`src/hdl/fsq_defs.vh`:
```
// constants for the flash interrupt, security and reset sequence block
// Function
// - command irq is high when command complete flag and its enable are set
// - error irq is high when a fault flag and its matching enable are set
// - wait mode leaves flash alone; command irq can wake the processor
// - stop is granted only once no flash command is running
// - reset loads the lock register from the security byte at 0x3FF0F
// - a newly programmed security byte acts only after the next reset
// - matching four backdoor keys with access enabled forces state to unsecure
// - keys 0x0000 and 0xFFFF never match
// - flash reads are blocked and invalid while key verify runs
// - one failed key attempt blocks key verify until next reset
// - key verify changes only the live lock state, nothing stored
// - special mode erase verify all passing unsecures and enables debug commands
// - reset sequence loads parameters, guards, option, lock; errors give safe defaults
// - double fault in reset sequence sets both controller error bits
// - complete flag stays clear in reset sequence; early part stalls the bus
// - command index and word writes are dropped until the sequence completes
// - reset aborts any running command at once
`ifndef FSQ_DEFS_VH
`define FSQ_DEFS_VH
// ======================================================
// register offsets
`define FSQ_A_CFG     8'h00
`define FSQ_A_ERRCFG  8'h04
`define FSQ_A_STAT    8'h08
`define FSQ_A_ERRSTAT 8'h0C
`define FSQ_A_IDX     8'h10
`define FSQ_A_HI      8'h14
`define FSQ_A_LO      8'h18
`define FSQ_A_LOCK    8'h1C
`define FSQ_A_PGUARD  8'h20
`define FSQ_A_DGUARD  8'h24
`define FSQ_A_OPT     8'h28
`define FSQ_A_BLKPAR  8'h2C
`define FSQ_A_IRQST   8'h30
`define FSQ_A_IRQEN   8'h34
`define FSQ_A_IRQCLR  8'h38
// ======================================================
// field positions
`define FSQ_B_COMMAND_COMPLETE_IRQ_ENABLE    0
`define FSQ_B_SINGLE_FAULT_IRQ_ENABLE   0
`define FSQ_B_DOUBLE_FAULT_IRQ_ENABLE   1
`define FSQ_B_COMMAND_COMPLETE_FLAG    7
`define FSQ_B_ACCERR  5
`define FSQ_B_SINGLE_FAULT_FLAG   0
`define FSQ_B_DOUBLE_FAULT_FLAG   1
`define FSQ_B_EV_CMD  0
`define FSQ_B_EV_SGL  1
`define FSQ_B_EV_DBL  2
// ======================================================
// encodings and opcodes
`define FSQ_SEC_UNSEC   2'h2
`define FSQ_BACKDOOR_ACCESS_SWITCH_ON    2'h2
`define FSQ_KEY_ZERO    16'h0000
`define FSQ_KEY_ONES    16'hFFFF
`define FSQ_OP_EVALL    8'h01
`define FSQ_OP_KEY      8'h0C
`define FSQ_OP_READ     8'hF0
`define FSQ_KEY_IDX     3'h4
// ======================================================
// reset sequence addresses and defaults
`define FSQ_AD_KEY0     18'h3FF00
`define FSQ_AD_BLKPAR   18'h3FF08
`define FSQ_AD_GUARDS   18'h3FF0C
`define FSQ_AD_OPTSEC   18'h3FF0E
`define FSQ_SEQ_LAST    3'h6
`define FSQ_HOLD_LAST   3'h0
`define FSQ_GUARD_DFLT  8'h00
`define FSQ_OPT_DFLT    8'hFF
`define FSQ_LOCK_DFLT   8'h00
`define FSQ_BLK_DFLT    16'h0000
`define FSQ_MG_BOTH     2'h3
`endif

```
`src/hdl/fsq_flash_ctrl.v`:
```
// flash controller interrupt, security and reset sequence logic
`timescale 1ns/1ns
`include "fsq_defs.vh"
module fsq_flash_ctrl (
  // clock and reset
  input  wire        clk,
  input  wire        rst,
  // apb slave
  input  wire [7:0]  paddr,
  input  wire        psel,
  input  wire        penable,
  input  wire        pwrite,
  input  wire [31:0] pwdata,
  output reg  [31:0] prdata,
  output reg         pready,
  output reg         pslverr,
  // flash array engine
  output reg         nvm_req,
  output reg  [7:0]  nvm_op,
  output reg  [17:0] nvm_addr,
  output reg  [15:0] nvm_wdata,
  output reg  [2:0]  nvm_wcount,
  output reg         nvm_abort,
  input  wire        nvm_done,
  input  wire [15:0] nvm_rdata,
  input  wire        nvm_err,
  input  wire        nvm_dfault,
  // cpu read path faults
  input  wire        rd_ecc_single,
  input  wire        rd_ecc_double,
  output reg         read_block,
  // mode and power
  input  wire        special_mode_pin,
  input  wire        stop_req,
  output reg         stop_ack,
  // security
  output reg  [7:0]  lock_register,
  output reg         debug_enable,
  // interrupts
  output reg         cmd_irq,
  output reg         err_irq,
  output reg         irq
);

  localparam ST_INIT = 3'h0;
  localparam ST_RDW  = 3'h1;
  localparam ST_IDLE = 3'h2;
  localparam ST_CMD  = 3'h3;
  localparam ST_KEY  = 3'h4;

  // ======================================================
  // state
  reg  [2:0]  state;
  reg  [2:0]  sidx;
  reg         seq_bad;
  reg         hold;
  reg         command_complete_flag;
  reg         command_complete_flag_q;
  reg         access_error;
  reg  [1:0]  controller_error_bits;
  reg         command_complete_irq_enable;
  reg         single_fault_irq_enable;
  reg         double_fault_irq_enable;
  reg         single_fault_flag;
  reg         double_fault_flag;
  reg  [2:0]  command_index;
  reg  [15:0] cmd_mem [0:7];
  reg  [15:0] key_store [0:3];
  reg  [7:0]  program_area_guard;
  reg  [7:0]  data_area_guard;
  reg  [7:0]  option_register;
  reg  [15:0] block_params;
  reg  [1:0]  kcnt;
  reg         key_ok;
  reg         key_locked;
  reg  [2:0]  irq_status;
  reg  [2:0]  irq_enable;
  reg         sm_meta;
  reg         sm_sync;
  reg  [31:0] rd_mux;
  reg         mapped;

  wire [1:0]  protection_lock_state  = lock_register[1:0];
  wire [1:0]  backdoor_access_switch = lock_register[7:6];

  // ======================================================
  // bus decode
  wire        acc     = psel & penable;
  wire        wr      = acc & pready & pwrite;
  wire        lead    = acc & ~pready & ~hold;
  wire        wr_cfg  = wr & (paddr == `FSQ_A_CFG);
  wire        wr_ecfg = wr & (paddr == `FSQ_A_ERRCFG);
  wire        wr_stat = wr & (paddr == `FSQ_A_STAT);
  wire        wr_est  = wr & (paddr == `FSQ_A_ERRSTAT);
  wire        wr_irqe = wr & (paddr == `FSQ_A_IRQEN);
  wire        wr_irqc = wr & (paddr == `FSQ_A_IRQCLR);
  // command buffer closed while the flag is clear
  wire        cmd_wr  = wr & command_complete_flag;
  wire        wr_idx  = cmd_wr & (paddr == `FSQ_A_IDX);
  wire        wr_hi   = cmd_wr & (paddr == `FSQ_A_HI);
  wire        wr_lo   = cmd_wr & (paddr == `FSQ_A_LO);
  wire        launch  = wr_stat & pwdata[`FSQ_B_COMMAND_COMPLETE_FLAG] & command_complete_flag;
  wire [7:0]  opcode  = cmd_mem[0][15:8];

  // ======================================================
  // key compare
  wire [15:0] key_in  = cmd_mem[{1'b0, kcnt} + 3'h1];
  wire        key_hit = (key_in == key_store[kcnt]) &&
                        (key_in != `FSQ_KEY_ZERO) &&
                        (key_in != `FSQ_KEY_ONES);
  wire        key_allowed = (backdoor_access_switch == `FSQ_BACKDOOR_ACCESS_SWITCH_ON) &&
                            ~key_locked && (command_index == `FSQ_KEY_IDX);

  function [17:0] seq_addr;
    input [2:0] i;
    begin
      case (i)
        3'h0:    seq_addr = `FSQ_AD_BLKPAR;
        3'h1:    seq_addr = `FSQ_AD_KEY0;
        3'h2:    seq_addr = `FSQ_AD_KEY0 + 18'h2;
        3'h3:    seq_addr = `FSQ_AD_KEY0 + 18'h4;
        3'h4:    seq_addr = `FSQ_AD_KEY0 + 18'h6;
        3'h5:    seq_addr = `FSQ_AD_GUARDS;
        default: seq_addr = `FSQ_AD_OPTSEC;
      endcase
    end
  endfunction

  // ======================================================
  // mode pin synchroniser
  always @(posedge clk) begin
    if (rst) begin
      sm_meta <= 1'b0;
      sm_sync <= 1'b0;
    end else begin
      sm_meta <= special_mode_pin;
      sm_sync <= sm_meta;
    end
  end

  // ======================================================
  // reset sequence and command engine
  always @(posedge clk) begin
    if (rst) begin
      state                 <= ST_INIT;
      sidx                  <= 3'h0;
      seq_bad               <= 1'b0;
      hold                  <= 1'b1;
      command_complete_flag <= 1'b0;
      access_error          <= 1'b0;
      controller_error_bits <= 2'h0;
      nvm_req               <= 1'b0;
      nvm_op                <= 8'h00;
      nvm_addr              <= 18'h00000;
      nvm_wdata             <= 16'h0000;
      nvm_wcount            <= 3'h0;
      read_block            <= 1'b0;
      kcnt                  <= 2'h0;
      key_ok                <= 1'b0;
      key_locked            <= 1'b0;
      debug_enable          <= 1'b0;
      lock_register         <= `FSQ_LOCK_DFLT;
      program_area_guard    <= `FSQ_GUARD_DFLT;
      data_area_guard       <= `FSQ_GUARD_DFLT;
      option_register       <= `FSQ_OPT_DFLT;
      block_params          <= `FSQ_BLK_DFLT;
    end else begin
      if (wr_stat && pwdata[`FSQ_B_ACCERR])
        access_error <= 1'b0;
      case (state)
        ST_INIT: begin
          nvm_req  <= 1'b1;
          nvm_op   <= `FSQ_OP_READ;
          nvm_addr <= seq_addr(sidx);
          state    <= ST_RDW;
        end
        ST_RDW: begin
          if (nvm_done) begin
            nvm_req <= 1'b0;
            case (sidx)
              3'h0:    block_params <= nvm_rdata;
              3'h5: begin
                program_area_guard <= nvm_rdata[15:8];
                data_area_guard    <= nvm_rdata[7:0];
              end
              3'h6: begin
                option_register <= nvm_rdata[15:8];
                lock_register   <= nvm_rdata[7:0];
              end
              default: key_store[sidx[1:0] - 2'h1] <= nvm_rdata;
            endcase
            if (nvm_dfault)
              controller_error_bits <= `FSQ_MG_BOTH;
            if (nvm_err || nvm_dfault)
              seq_bad <= 1'b1;
            // the bus stall ends once the block parameters are in
            if (sidx == `FSQ_HOLD_LAST)
              hold <= 1'b0;
            if (sidx == `FSQ_SEQ_LAST) begin
              // any error leaves the part protected and secured
              if (seq_bad || nvm_err || nvm_dfault) begin
                block_params       <= `FSQ_BLK_DFLT;
                program_area_guard <= `FSQ_GUARD_DFLT;
                data_area_guard    <= `FSQ_GUARD_DFLT;
                option_register    <= `FSQ_OPT_DFLT;
                lock_register      <= `FSQ_LOCK_DFLT;
              end
              command_complete_flag <= 1'b1;
              state                 <= ST_IDLE;
            end else begin
              sidx  <= sidx + 3'h1;
              state <= ST_INIT;
            end
          end
        end
        ST_IDLE: begin
          if (launch) begin
            controller_error_bits <= 2'h0;
            if (opcode == `FSQ_OP_KEY) begin
              if (key_allowed) begin
                command_complete_flag <= 1'b0;
                read_block            <= 1'b1;
                kcnt                  <= 2'h0;
                key_ok                <= 1'b1;
                state                 <= ST_KEY;
              end else begin
                access_error <= 1'b1;
              end
            end else begin
              command_complete_flag <= 1'b0;
              nvm_req    <= 1'b1;
              nvm_op     <= opcode;
              nvm_addr   <= {cmd_mem[0][1:0], cmd_mem[1]};
              nvm_wdata  <= cmd_mem[2];
              nvm_wcount <= command_index;
              state      <= ST_CMD;
            end
          end
        end
        ST_CMD: begin
          // program commands never touch the live lock state
          if (nvm_done) begin
            nvm_req               <= 1'b0;
            command_complete_flag <= 1'b1;
            controller_error_bits <= {nvm_err | nvm_dfault, nvm_dfault};
            if (nvm_op == `FSQ_OP_EVALL && sm_sync && !nvm_err && !nvm_dfault) begin
              lock_register[1:0] <= `FSQ_SEC_UNSEC;
              debug_enable       <= 1'b1;
            end
            state <= ST_IDLE;
          end
        end
        ST_KEY: begin
          // one key per cycle; stored keys and guards stay as loaded
          if (!key_hit)
            key_ok <= 1'b0;
          if (kcnt == 2'h3) begin
            if (key_ok && key_hit)
              lock_register[1:0] <= `FSQ_SEC_UNSEC;
            else
              key_locked <= 1'b1;
            read_block            <= 1'b0;
            command_complete_flag <= 1'b1;
            state                 <= ST_IDLE;
          end
          kcnt <= kcnt + 2'h1;
        end
        default: state <= ST_IDLE;
      endcase
    end
  end

  // command buffer, no reset needed for data words
  always @(posedge clk) begin
    if (wr_hi)
      cmd_mem[command_index][15:8] <= pwdata[7:0];
    if (wr_lo)
      cmd_mem[command_index][7:0] <= pwdata[7:0];
  end

  // abort only lasts the reset edge; array contents then undefined
  always @(posedge clk) begin
    nvm_abort <= rst & nvm_req;
  end

  // ======================================================
  // software control registers and fault flags
  always @(posedge clk) begin
    if (rst) begin
      command_index               <= 3'h0;
      command_complete_irq_enable <= 1'b0;
      single_fault_irq_enable     <= 1'b0;
      double_fault_irq_enable     <= 1'b0;
      single_fault_flag           <= 1'b0;
      double_fault_flag           <= 1'b0;
      irq_enable                  <= 3'h0;
      irq_status                  <= 3'h0;
      command_complete_flag_q                      <= 1'b0;
    end else begin
      if (wr_idx)
        command_index <= pwdata[2:0];
      if (wr_cfg)
        command_complete_irq_enable <= pwdata[`FSQ_B_COMMAND_COMPLETE_IRQ_ENABLE];
      if (wr_ecfg) begin
        single_fault_irq_enable <= pwdata[`FSQ_B_SINGLE_FAULT_IRQ_ENABLE];
        double_fault_irq_enable <= pwdata[`FSQ_B_DOUBLE_FAULT_IRQ_ENABLE];
      end
      if (wr_irqe)
        irq_enable <= pwdata[2:0];
      // a fault in the clearing cycle still lands
      single_fault_flag <= (single_fault_flag &
                            ~(wr_est & pwdata[`FSQ_B_SINGLE_FAULT_FLAG])) | rd_ecc_single;
      double_fault_flag <= (double_fault_flag &
                            ~(wr_est & pwdata[`FSQ_B_DOUBLE_FAULT_FLAG])) | rd_ecc_double;
      command_complete_flag_q     <= command_complete_flag;
      irq_status <= (irq_status & ~({3{wr_irqc}} & pwdata[2:0])) |
                    {rd_ecc_double, rd_ecc_single,
                     command_complete_flag & ~command_complete_flag_q};
    end
  end

  // ======================================================
  // interrupt and power outputs
  always @(posedge clk) begin
    if (rst) begin
      cmd_irq  <= 1'b0;
      err_irq  <= 1'b0;
      irq      <= 1'b0;
      stop_ack <= 1'b0;
    end else begin
      // level also serves as the wake source out of wait
      cmd_irq  <= command_complete_flag & command_complete_irq_enable;
      err_irq  <= (double_fault_flag & double_fault_irq_enable) |
                  (single_fault_flag & single_fault_irq_enable);
      irq      <= |(irq_status & irq_enable);
      stop_ack <= stop_req & command_complete_flag;
    end
  end

  // ======================================================
  // read mux
  always @* begin
    rd_mux = 32'h00000000;
    mapped = 1'b1;
    case (paddr)
      `FSQ_A_CFG:     rd_mux[`FSQ_B_COMMAND_COMPLETE_IRQ_ENABLE] = command_complete_irq_enable;
      `FSQ_A_ERRCFG:  rd_mux[1:0] = {double_fault_irq_enable, single_fault_irq_enable};
      `FSQ_A_STAT: begin
        rd_mux[`FSQ_B_COMMAND_COMPLETE_FLAG]   = command_complete_flag;
        rd_mux[`FSQ_B_ACCERR] = access_error;
        rd_mux[1:0]           = controller_error_bits;
      end
      `FSQ_A_ERRSTAT: rd_mux[1:0] = {double_fault_flag, single_fault_flag};
      `FSQ_A_IDX:     rd_mux[2:0] = command_index;
      `FSQ_A_HI:      rd_mux[7:0] = cmd_mem[command_index][15:8];
      `FSQ_A_LO:      rd_mux[7:0] = cmd_mem[command_index][7:0];
      `FSQ_A_LOCK:    rd_mux[7:0] = lock_register;
      `FSQ_A_PGUARD:  rd_mux[7:0] = program_area_guard;
      `FSQ_A_DGUARD:  rd_mux[7:0] = data_area_guard;
      `FSQ_A_OPT:     rd_mux[7:0] = option_register;
      `FSQ_A_BLKPAR:  rd_mux[15:0] = block_params;
      `FSQ_A_IRQST:   rd_mux[2:0] = irq_status;
      `FSQ_A_IRQEN:   rd_mux[2:0] = irq_enable;
      `FSQ_A_IRQCLR:  rd_mux = 32'h00000000;
      default:        mapped = 1'b0;
    endcase
  end

  // ======================================================
  // apb answer: one wait state, longer while the bus is held
  always @(posedge clk) begin
    if (rst) begin
      pready  <= 1'b0;
      prdata  <= 32'h00000000;
      pslverr <= 1'b0;
    end else begin
      pready  <= lead;
      pslverr <= lead & ~mapped;
      if (lead && !pwrite)
        prdata <= rd_mux;
    end
  end

endmodule // fsq_flash_ctrl

```
`config.mk`:
```
export PLATFORM = sky130hd
export DESIGN_NAME = fsq_flash_ctrl
export DESIGN_NICKNAME = d
export VERILOG_FILES = /design/src/hdl/fsq_flash_ctrl.v
export VERILOG_INCLUDE_DIRS = /design/src /design/src/hdl
export SDC_FILE = /design/constraint.sdc
export NUM_CORES = 1
export LEC_CHECK = 0
export BUFFER_PORTS_ARGS = -buffer_cell sky130_fd_sc_hd__buf_2
export CORE_UTILIZATION = 60
export DETAILED_ROUTE_END_ITERATION = 8
export HOLD_SLACK_MARGIN = 0.03
export PLACE_DENSITY = 0.9
export SYNTH_ARGS = -nofsm -noshare
export SYNTH_HDL_FRONTEND = slang
export SYNTH_SLANG_ARGS = --single-unit
```
`constraint.sdc`:
```
create_clock -name clk -period 7.02 [get_ports clk]
set_clock_uncertainty 0.2 [all_clocks]
set_input_delay 0 -clock clk [delete_from_list [all_inputs] [get_ports clk]]
set_output_delay 0 -clock clk [all_outputs]
set_load 0.05 [all_outputs]
```
; Word level (Yosys, flattened, before mapping)
; Memories as Yosys holds them, arrays and structs flattened. A register that Yosys moved wholly into a read port is not among the register bits.
; Cells that the tools add are included.
[classes]
n_mul = 0
n_reduce_logical = 46
n_mux = 91
bitwise_logic = 47
n_addsub = 4
div = 0
order_cmp = 0
n_eq_ne = 45
shifts = 0
[ops]
columns = cell, count
row1 = 2-to-1 mux 8 bit, 15
row2 = "== test 8 x 6 -> 1 bit, second input constant", 7
row3 = 2-to-1 mux 16 bit, 3
row4 = 2-to-1 mux 18 bit, 2
row5 = one-hot mux 18 bit (2 select lines), 1
row6 = "== test 8 x 5 -> 1 bit, second input constant", 4
row7 = 2-to-1 mux 1 bit, 30
row8 = 2-to-1 mux 2 bit, 15
row9 = AND 1 bit, 28
row10 = "== test 8 x 4 -> 1 bit, second input constant", 3
row11 = 2-to-1 mux 3 bit, 8
row12 = "inequality test 2 bit, second input constant", 12
row13 = one-hot mux 4 bit (6 select lines), 1
row14 = AND reduction 3 bit, 7
row15 = AND reduction 5 bit, 4
row16 = == test 16 bit, 1
row17 = "inequality test 16 bit, second input constant", 1
row18 = one-hot mux 1 bit (8 select lines), 2
row19 = one-hot mux 8 bit (2 select lines), 1
row20 = nonzero test 16 bit, 1
row21 = "== test 3 bit, second input constant", 5
row22 = one-hot mux 3 bit (5 select lines), 1
row23 = OR reduction 15 bit, 1
row24 = one-hot mux 1 bit (14 select lines), 1
row25 = other kinds (39), 79
[totals]
ff_bits = 136
n_memories = 2
latchBits = 0
in_bits = 68
ram_bits = 192
romBits = 0
[mem_list]
columns = memory, depth, word_bits, rd, rd_ports_with_merged_regs, write_ports, line
row1 = cmd_mem, 8, 16, 5, 2, 1, fsq_flash_ctrl.v:67  ; reg [15:0] cmd_mem [0:7];
row2 = key_store, 4, 16, 1, 1, 1, fsq_flash_ctrl.v:68  ; reg [15:0] key_store [0:3];

; Depth between registers and ports, before layout
[depth]
word_depth = 10
mapped_depth = 11
ltp_nobuf = 8

; Worst setup path after synthesis
; No wires, ideal clock.
[synth_timing]
path_type = input to register
from = in paddr[2]
to = mem cmd_mem[0][0], enable pin
setup_slack_ns = 4.040
setup_ns = 0.395
cell_stages = 7
t_arrival_ns = 2.385
n_path_buf = 3
cell_sequence = clkbuf_1 or4b_1 or3_1 clkbuf_1 or2_1 clkbuf_1 nor4_1
[synth_between]
elab_chain_len = 4
[synth_rtl]
columns = item, line
row1 = start: declaration, fsq_flash_ctrl.v:9  ; input wire [7:0] paddr,
row2 = == test 8 x 5 -> 1 bit, --
row3 = AND 1 bit, fsq_flash_ctrl.v:101  ; wire wr_lo = cmd_wr & (paddr == `FSQ_A_LO);
row4 = 2-to-1 mux 1 bit, fsq_flash_ctrl.v:277  ; if (wr_lo)
row5 = 2-to-1 mux 1 bit (not written as such), fsq_flash_ctrl.v:278  ; cmd_mem[command_index][7:0] <= pwdata[7:0];
row6 = end: declaration, fsq_flash_ctrl.v:67
; Every way passes these cells.

; Worst setup path after layout
[layout_timing]
from = reg kcnt[0]
to = reg lock_register[0]
[layout_between]
elab_chain_len = 8
[layout_rtl]
columns = item, line
row1 = start: declaration, fsq_flash_ctrl.v:73  ; reg [1:0] kcnt;
row2 = start signal: assignment, fsq_flash_ctrl.v:266  ; kcnt <= kcnt + 2'h1;
row3 = adder 2 x 1 -> 3 bit, fsq_flash_ctrl.v:107  ; wire [15:0] key_in = cmd_mem[{1'b0, kcnt} + 3'h1];
row4 = memory read (8 x 16 bit), --
row5 = == test 16 bit / nonzero test 16 bit (equally long branches), --
row6 = logical AND 1 bit (2 in series), fsq_flash_ctrl.v:108  ; wire key_hit = (key_in == key_store[kcnt]) &&
row7 = logical AND 1 bit, fsq_flash_ctrl.v:258  ; if (key_ok && key_hit)
row8 = inequality test 2 bit (no line), --
row9 = AND reduction 6 bit (no line) *, --
row10 = end signal: assignment, fsq_flash_ctrl.v:162  ; lock_register <= `FSQ_LOCK_DFLT;
row11 = end signal: assignment, fsq_flash_ctrl.v:247  ; lock_register[1:0] <= `FSQ_SEC_UNSEC;
row12 = end signal: assignment, fsq_flash_ctrl.v:259  ; lock_register[1:0] <= `FSQ_SEC_UNSEC;
row13 = end: declaration, fsq_flash_ctrl.v:37  ; output reg [7:0] lock_register,
; Mark *: on every way between the ends. The rest lies on a longest branch, timed or not.
; A chain may end at the register's enable or synchronous reset.

==> impl_metrics.csv <==
group,metric,value,unit
outcome,status,"finished clean",
clock_tree,htreeDepth,2,
die,core,24390,um2
final_layout,layout_commonest_cell,"nand2_1",
timing,setup_viol,0,
final_layout,antenna_cells,0,
worst_setup_path,reg2reg_depth,9,
timing,slew-limit-headroom,0.06798,
final_layout,nNetsFinal,1421,
drt,vias,11875,
worst_setup_path,reg2reg_to,"lock_register[0]",
die,start_util,0.6131,
drt,drc,0,
worst_setup_path,cp.required,7.28,ns
worst_setup_path,cp_max_fo,35,
placement,dpl.hpwl,28.51,mm
timing,grt_setup_unrepaired,"false",
placement,dp_cells,1580,
drt,wl_per_cell,27.07,um
final_layout,design_area,17350,um2
clock_tree,clk_latency,0.53,ns
clock_tree,numCtsBuffers,35,
logic_synthesis,post_synth_num_cell_types,62,
logic_synthesis,yosysSeqAreaShare,0.5958,
final_layout,nFillCells,1488,
power_and_ir_drop,irDropWorstVdd,177.9,uV
hold_path,hold_end,"stop_ack",
drt,routed_wl,45.91,mm
drt,final_antenna_net_count,0,
hold_path,hold_class,"in2reg",
die,ioPinCount,163,
worst_setup_path,crit_type,"reg2reg",
die,die_area,25560,um2
logic_synthesis,synth-main-ff-cell,"edfxtp_1",
timing,hold_violations,0,
final_layout,layout_common_cells,"nand2_1 (195), edfxtp_1 (192), dfxtp_1 (156)",
placement,place_area,15740,um2
logic_synthesis,synth_edf_count,192,
clock_tree,cts_resized,0,
logic_synthesis,syn_area_per_cell,12.63,um2
grt,grt_max_degree,61,
logic_synthesis,syn_area,14950,um2
worst_setup_path,end_kind,"flip-flop",
worst_setup_path,r2r_start,"kcnt[0]",
die,rows,57,
worst_setup_path,crit_buf_inv,2,
placement,port_buffers,122,
power_and_ir_drop,p_leak,0.005948,uW
timing,finalCriticalPeriod,4.475,ns
worst_setup_path,path_common_cell,"buf_4",
grt,grt_pass1_wl,69.80,mm
worst_setup_path,cp.arrival,4.74,ns
final_layout,synthToLayoutAreaGrowth,16.02,%
die,die_h,159.9,um
timing,fmax,223.5,MHz
worst_setup_path,r2r_slack,2.54,ns
clock_tree,clk_transition_reported_paths,0.06,ns
timing,finalMaxSlewViolations,0,
drt,viasPerCell,7.002,
worst_setup_path,crit_path_cell_trace,"buf_4 -> ha_2 -> buf_4 -> mux4_1 -> mux2i_1 -> nand4_1 -> or4_1 -> nand4_2 -> a41o_1",
logic_synthesis,synth_cells,1184,
grt,antenna_found_initial,0,
worst_setup_path,slowest_stage,"mux4_1",
power_and_ir_drop,p_per_area,245.9,nW/um2
drt,drtIter0Drc,2079,
final_layout,fin_cells,1696,
logic_synthesis,ys_ff_latch,349,
clock_tree,numClockSinks,349,
clock_tree,cts.path.max_buffers,3,
worst_setup_path,crit_family,"multiplexers",
grt,grt.overflow.total,0,
final_layout,drive_gt1_frac,0.2172,
grt,grt_pass1_vias,11658,
die,die_w,159.9,um
hold_path,min_from,"stop_req",
timing,tns,0,ns
worst_setup_path,start_kind,"flip-flop",
hold_path,min_path_cells,3,
clock_tree,cts_tree,"done",
grt,grt.total_usage,0.3634,
drt,drt-pass1-iter-count,7,
flow_run,drv_cap,0,
logic_synthesis,yosysWarningCount,0,
logic_synthesis,async_reset_ff_frac,0,
placement,gp_congestion,0.9466,
clock_tree,cts-root-buf,"clkbuf_16",
worst_setup_path,worst_path_largest_cell_delay,0.65,ns
timing,post-route-period-util,0.6375,
timing,worst_pin_slew,1.393,ns
==> tightest hold or removal path: stages <==
cell and delay (ns):
dlygate4sd3_1 0.52, buf_2 0.09, and2_1 0.11
==> power breakdown <==
group	total, uW	switching [uW]	internal [uW]	leakage [uW]
Combinational	273	200	73.1	0.00241
Clock	1790	792	994	0.000535
Sequential	2210	26.2	2180	0.00300
==> cell type report <==
cell class,count,area [um2],area share
Clock buffer,49,989.7,0.05705
Clock inverter,15,93.84,0.005409
Inverter,7,26.28,0.001515
Multi-Input combinational cell,756,5627,0.3243
Sequential cell,349,8910,0.5136
Tap cell,324,405.4,0.02337
Timing Repair Buffer,196,1296,0.07472
==> metal layers <==
| metal | vias up | global-route usage | share of wire |
|---|---|---|---|
| met5 | - | 0 | 0 |
| met4 | 0 | 0.1996 | 0.067 |
| met3 | 304 | 0.1039 | 0.15 |
| met2 | 1249 | 0.5546 | 0.45 |
| met1 | 5570 | 0.4726 | 0.33 |
| li1 | 4752 | - | - |
==> Yosys cell counts, types with 3 or more instances <==
cell / count / area share
buf_4: 19 / 0.0095
xor2_1: 13 / 0.0076
dfxtp_1: 157 / 0.21
a22oi_1: 11 / 0.0055
a31oi_1: 5 / 0.0021
or3_1: 3 / 0.0013
nor2b_1: 5 / 0.0021
nand2_1: 195 / 0.049
a222oi_1: 3 / 0.0020
a221oi_1: 6 / 0.0035
buf_1: 10 / 0.0025
nor3_1: 22 / 0.0074
nand2b_1: 5 / 0.0021
a21oi_1: 112 / 0.037
edfxtp_1: 192 / 0.39
nor4_1: 13 / 0.0054
inv_1: 6 / 0.0015
nand4_1: 11 / 0.0046
nand3_1: 45 / 0.015
clkbuf_1: 45 / 0.011
o22a_1: 4 / 0.0023
and2_1: 10 / 0.0042
ha_1: 8 / 0.0067
mux2i_1: 38 / 0.025
buf_2: 7 / 0.0023
mux4_2: 77 / 0.12
a211oi_1: 3 / 0.0015
mux2i_2: 6 / 0.0055
o221a_1: 11 / 0.0083
a41oi_1: 4 / 0.0023
xnor2_1: 4 / 0.0023
o21ai_0: 17 / 0.0057
or4_1: 4 / 0.0020
nor2_1: 66 / 0.017
buf_6: 4 / 0.0030
o221a_2: 6 / 0.0045
mux4_1: 3 / 0.0053
==> metrics by stage <==
stage / power [uW] / hold slack [ns] / setup WS [ns] / utilization
after floorplan: 2410 / -0.1011 / 4.040 / -
after global placement: 2480 / 0.02290 / 2.936 / 0.6455
after detailed placement: 2489 / 0.03374 / 2.778 / 0.6455
after CTS: 4245 / 0.06324 / 2.679 / 0.7112
after global routing: 4354 / 0.08909 / 2.438 / 0.7112
final: 4266 / 0.05685 / 2.545 / 0.7112
==> cells by family (layout without fill, tap and decap cells) <==
kind of cell               count (synthesis)  count (layout)  share of synthesized area
other                                      1              16                  0.0002508
adders and majority gates                  8               8                   0.006694
AOI/OAI and AO/OA                        196             196                    0.08292
xor gates and xnor gates                  17              17                   0.009957
and+or+nand+nor                          395             395                     0.1191
buffers and inverters                     94             267                    0.03313
DFF                                      349             349                     0.5958
muxes                                    124             124                     0.1522
==> flip-flops by register name (all words and copies together), names as in the netlist, 16 cells and up, named ones only <==
signal / count
nvm_wdata: 16
cmd_mem: 128
key_store: 64
prdata: 16
block_params: 16
nvm_addr: 18
==> how the worst max path moves through the flow <==
stage                     startpoint          endpoint  cells past startpoint
final                        kcnt[0]  lock_register[0]                      9
after detailed placement     kcnt[0]  lock_register[0]                      9
after floorplan             paddr[2]     cmd_mem[0][0]                      7
after global routing         kcnt[0]  lock_register[0]                     10
after global placement       kcnt[0]  lock_register[0]                      9
after CTS                    kcnt[0]  lock_register[0]                      9
==> repair_timing <==
item,4_1_cts,5_1_grt
hold buffers,52,0
endpoints found under the hold margin,305,0
setup buffers,0,0
setup endpoints to repair,0,0
(Power assumes the default switching activity.)
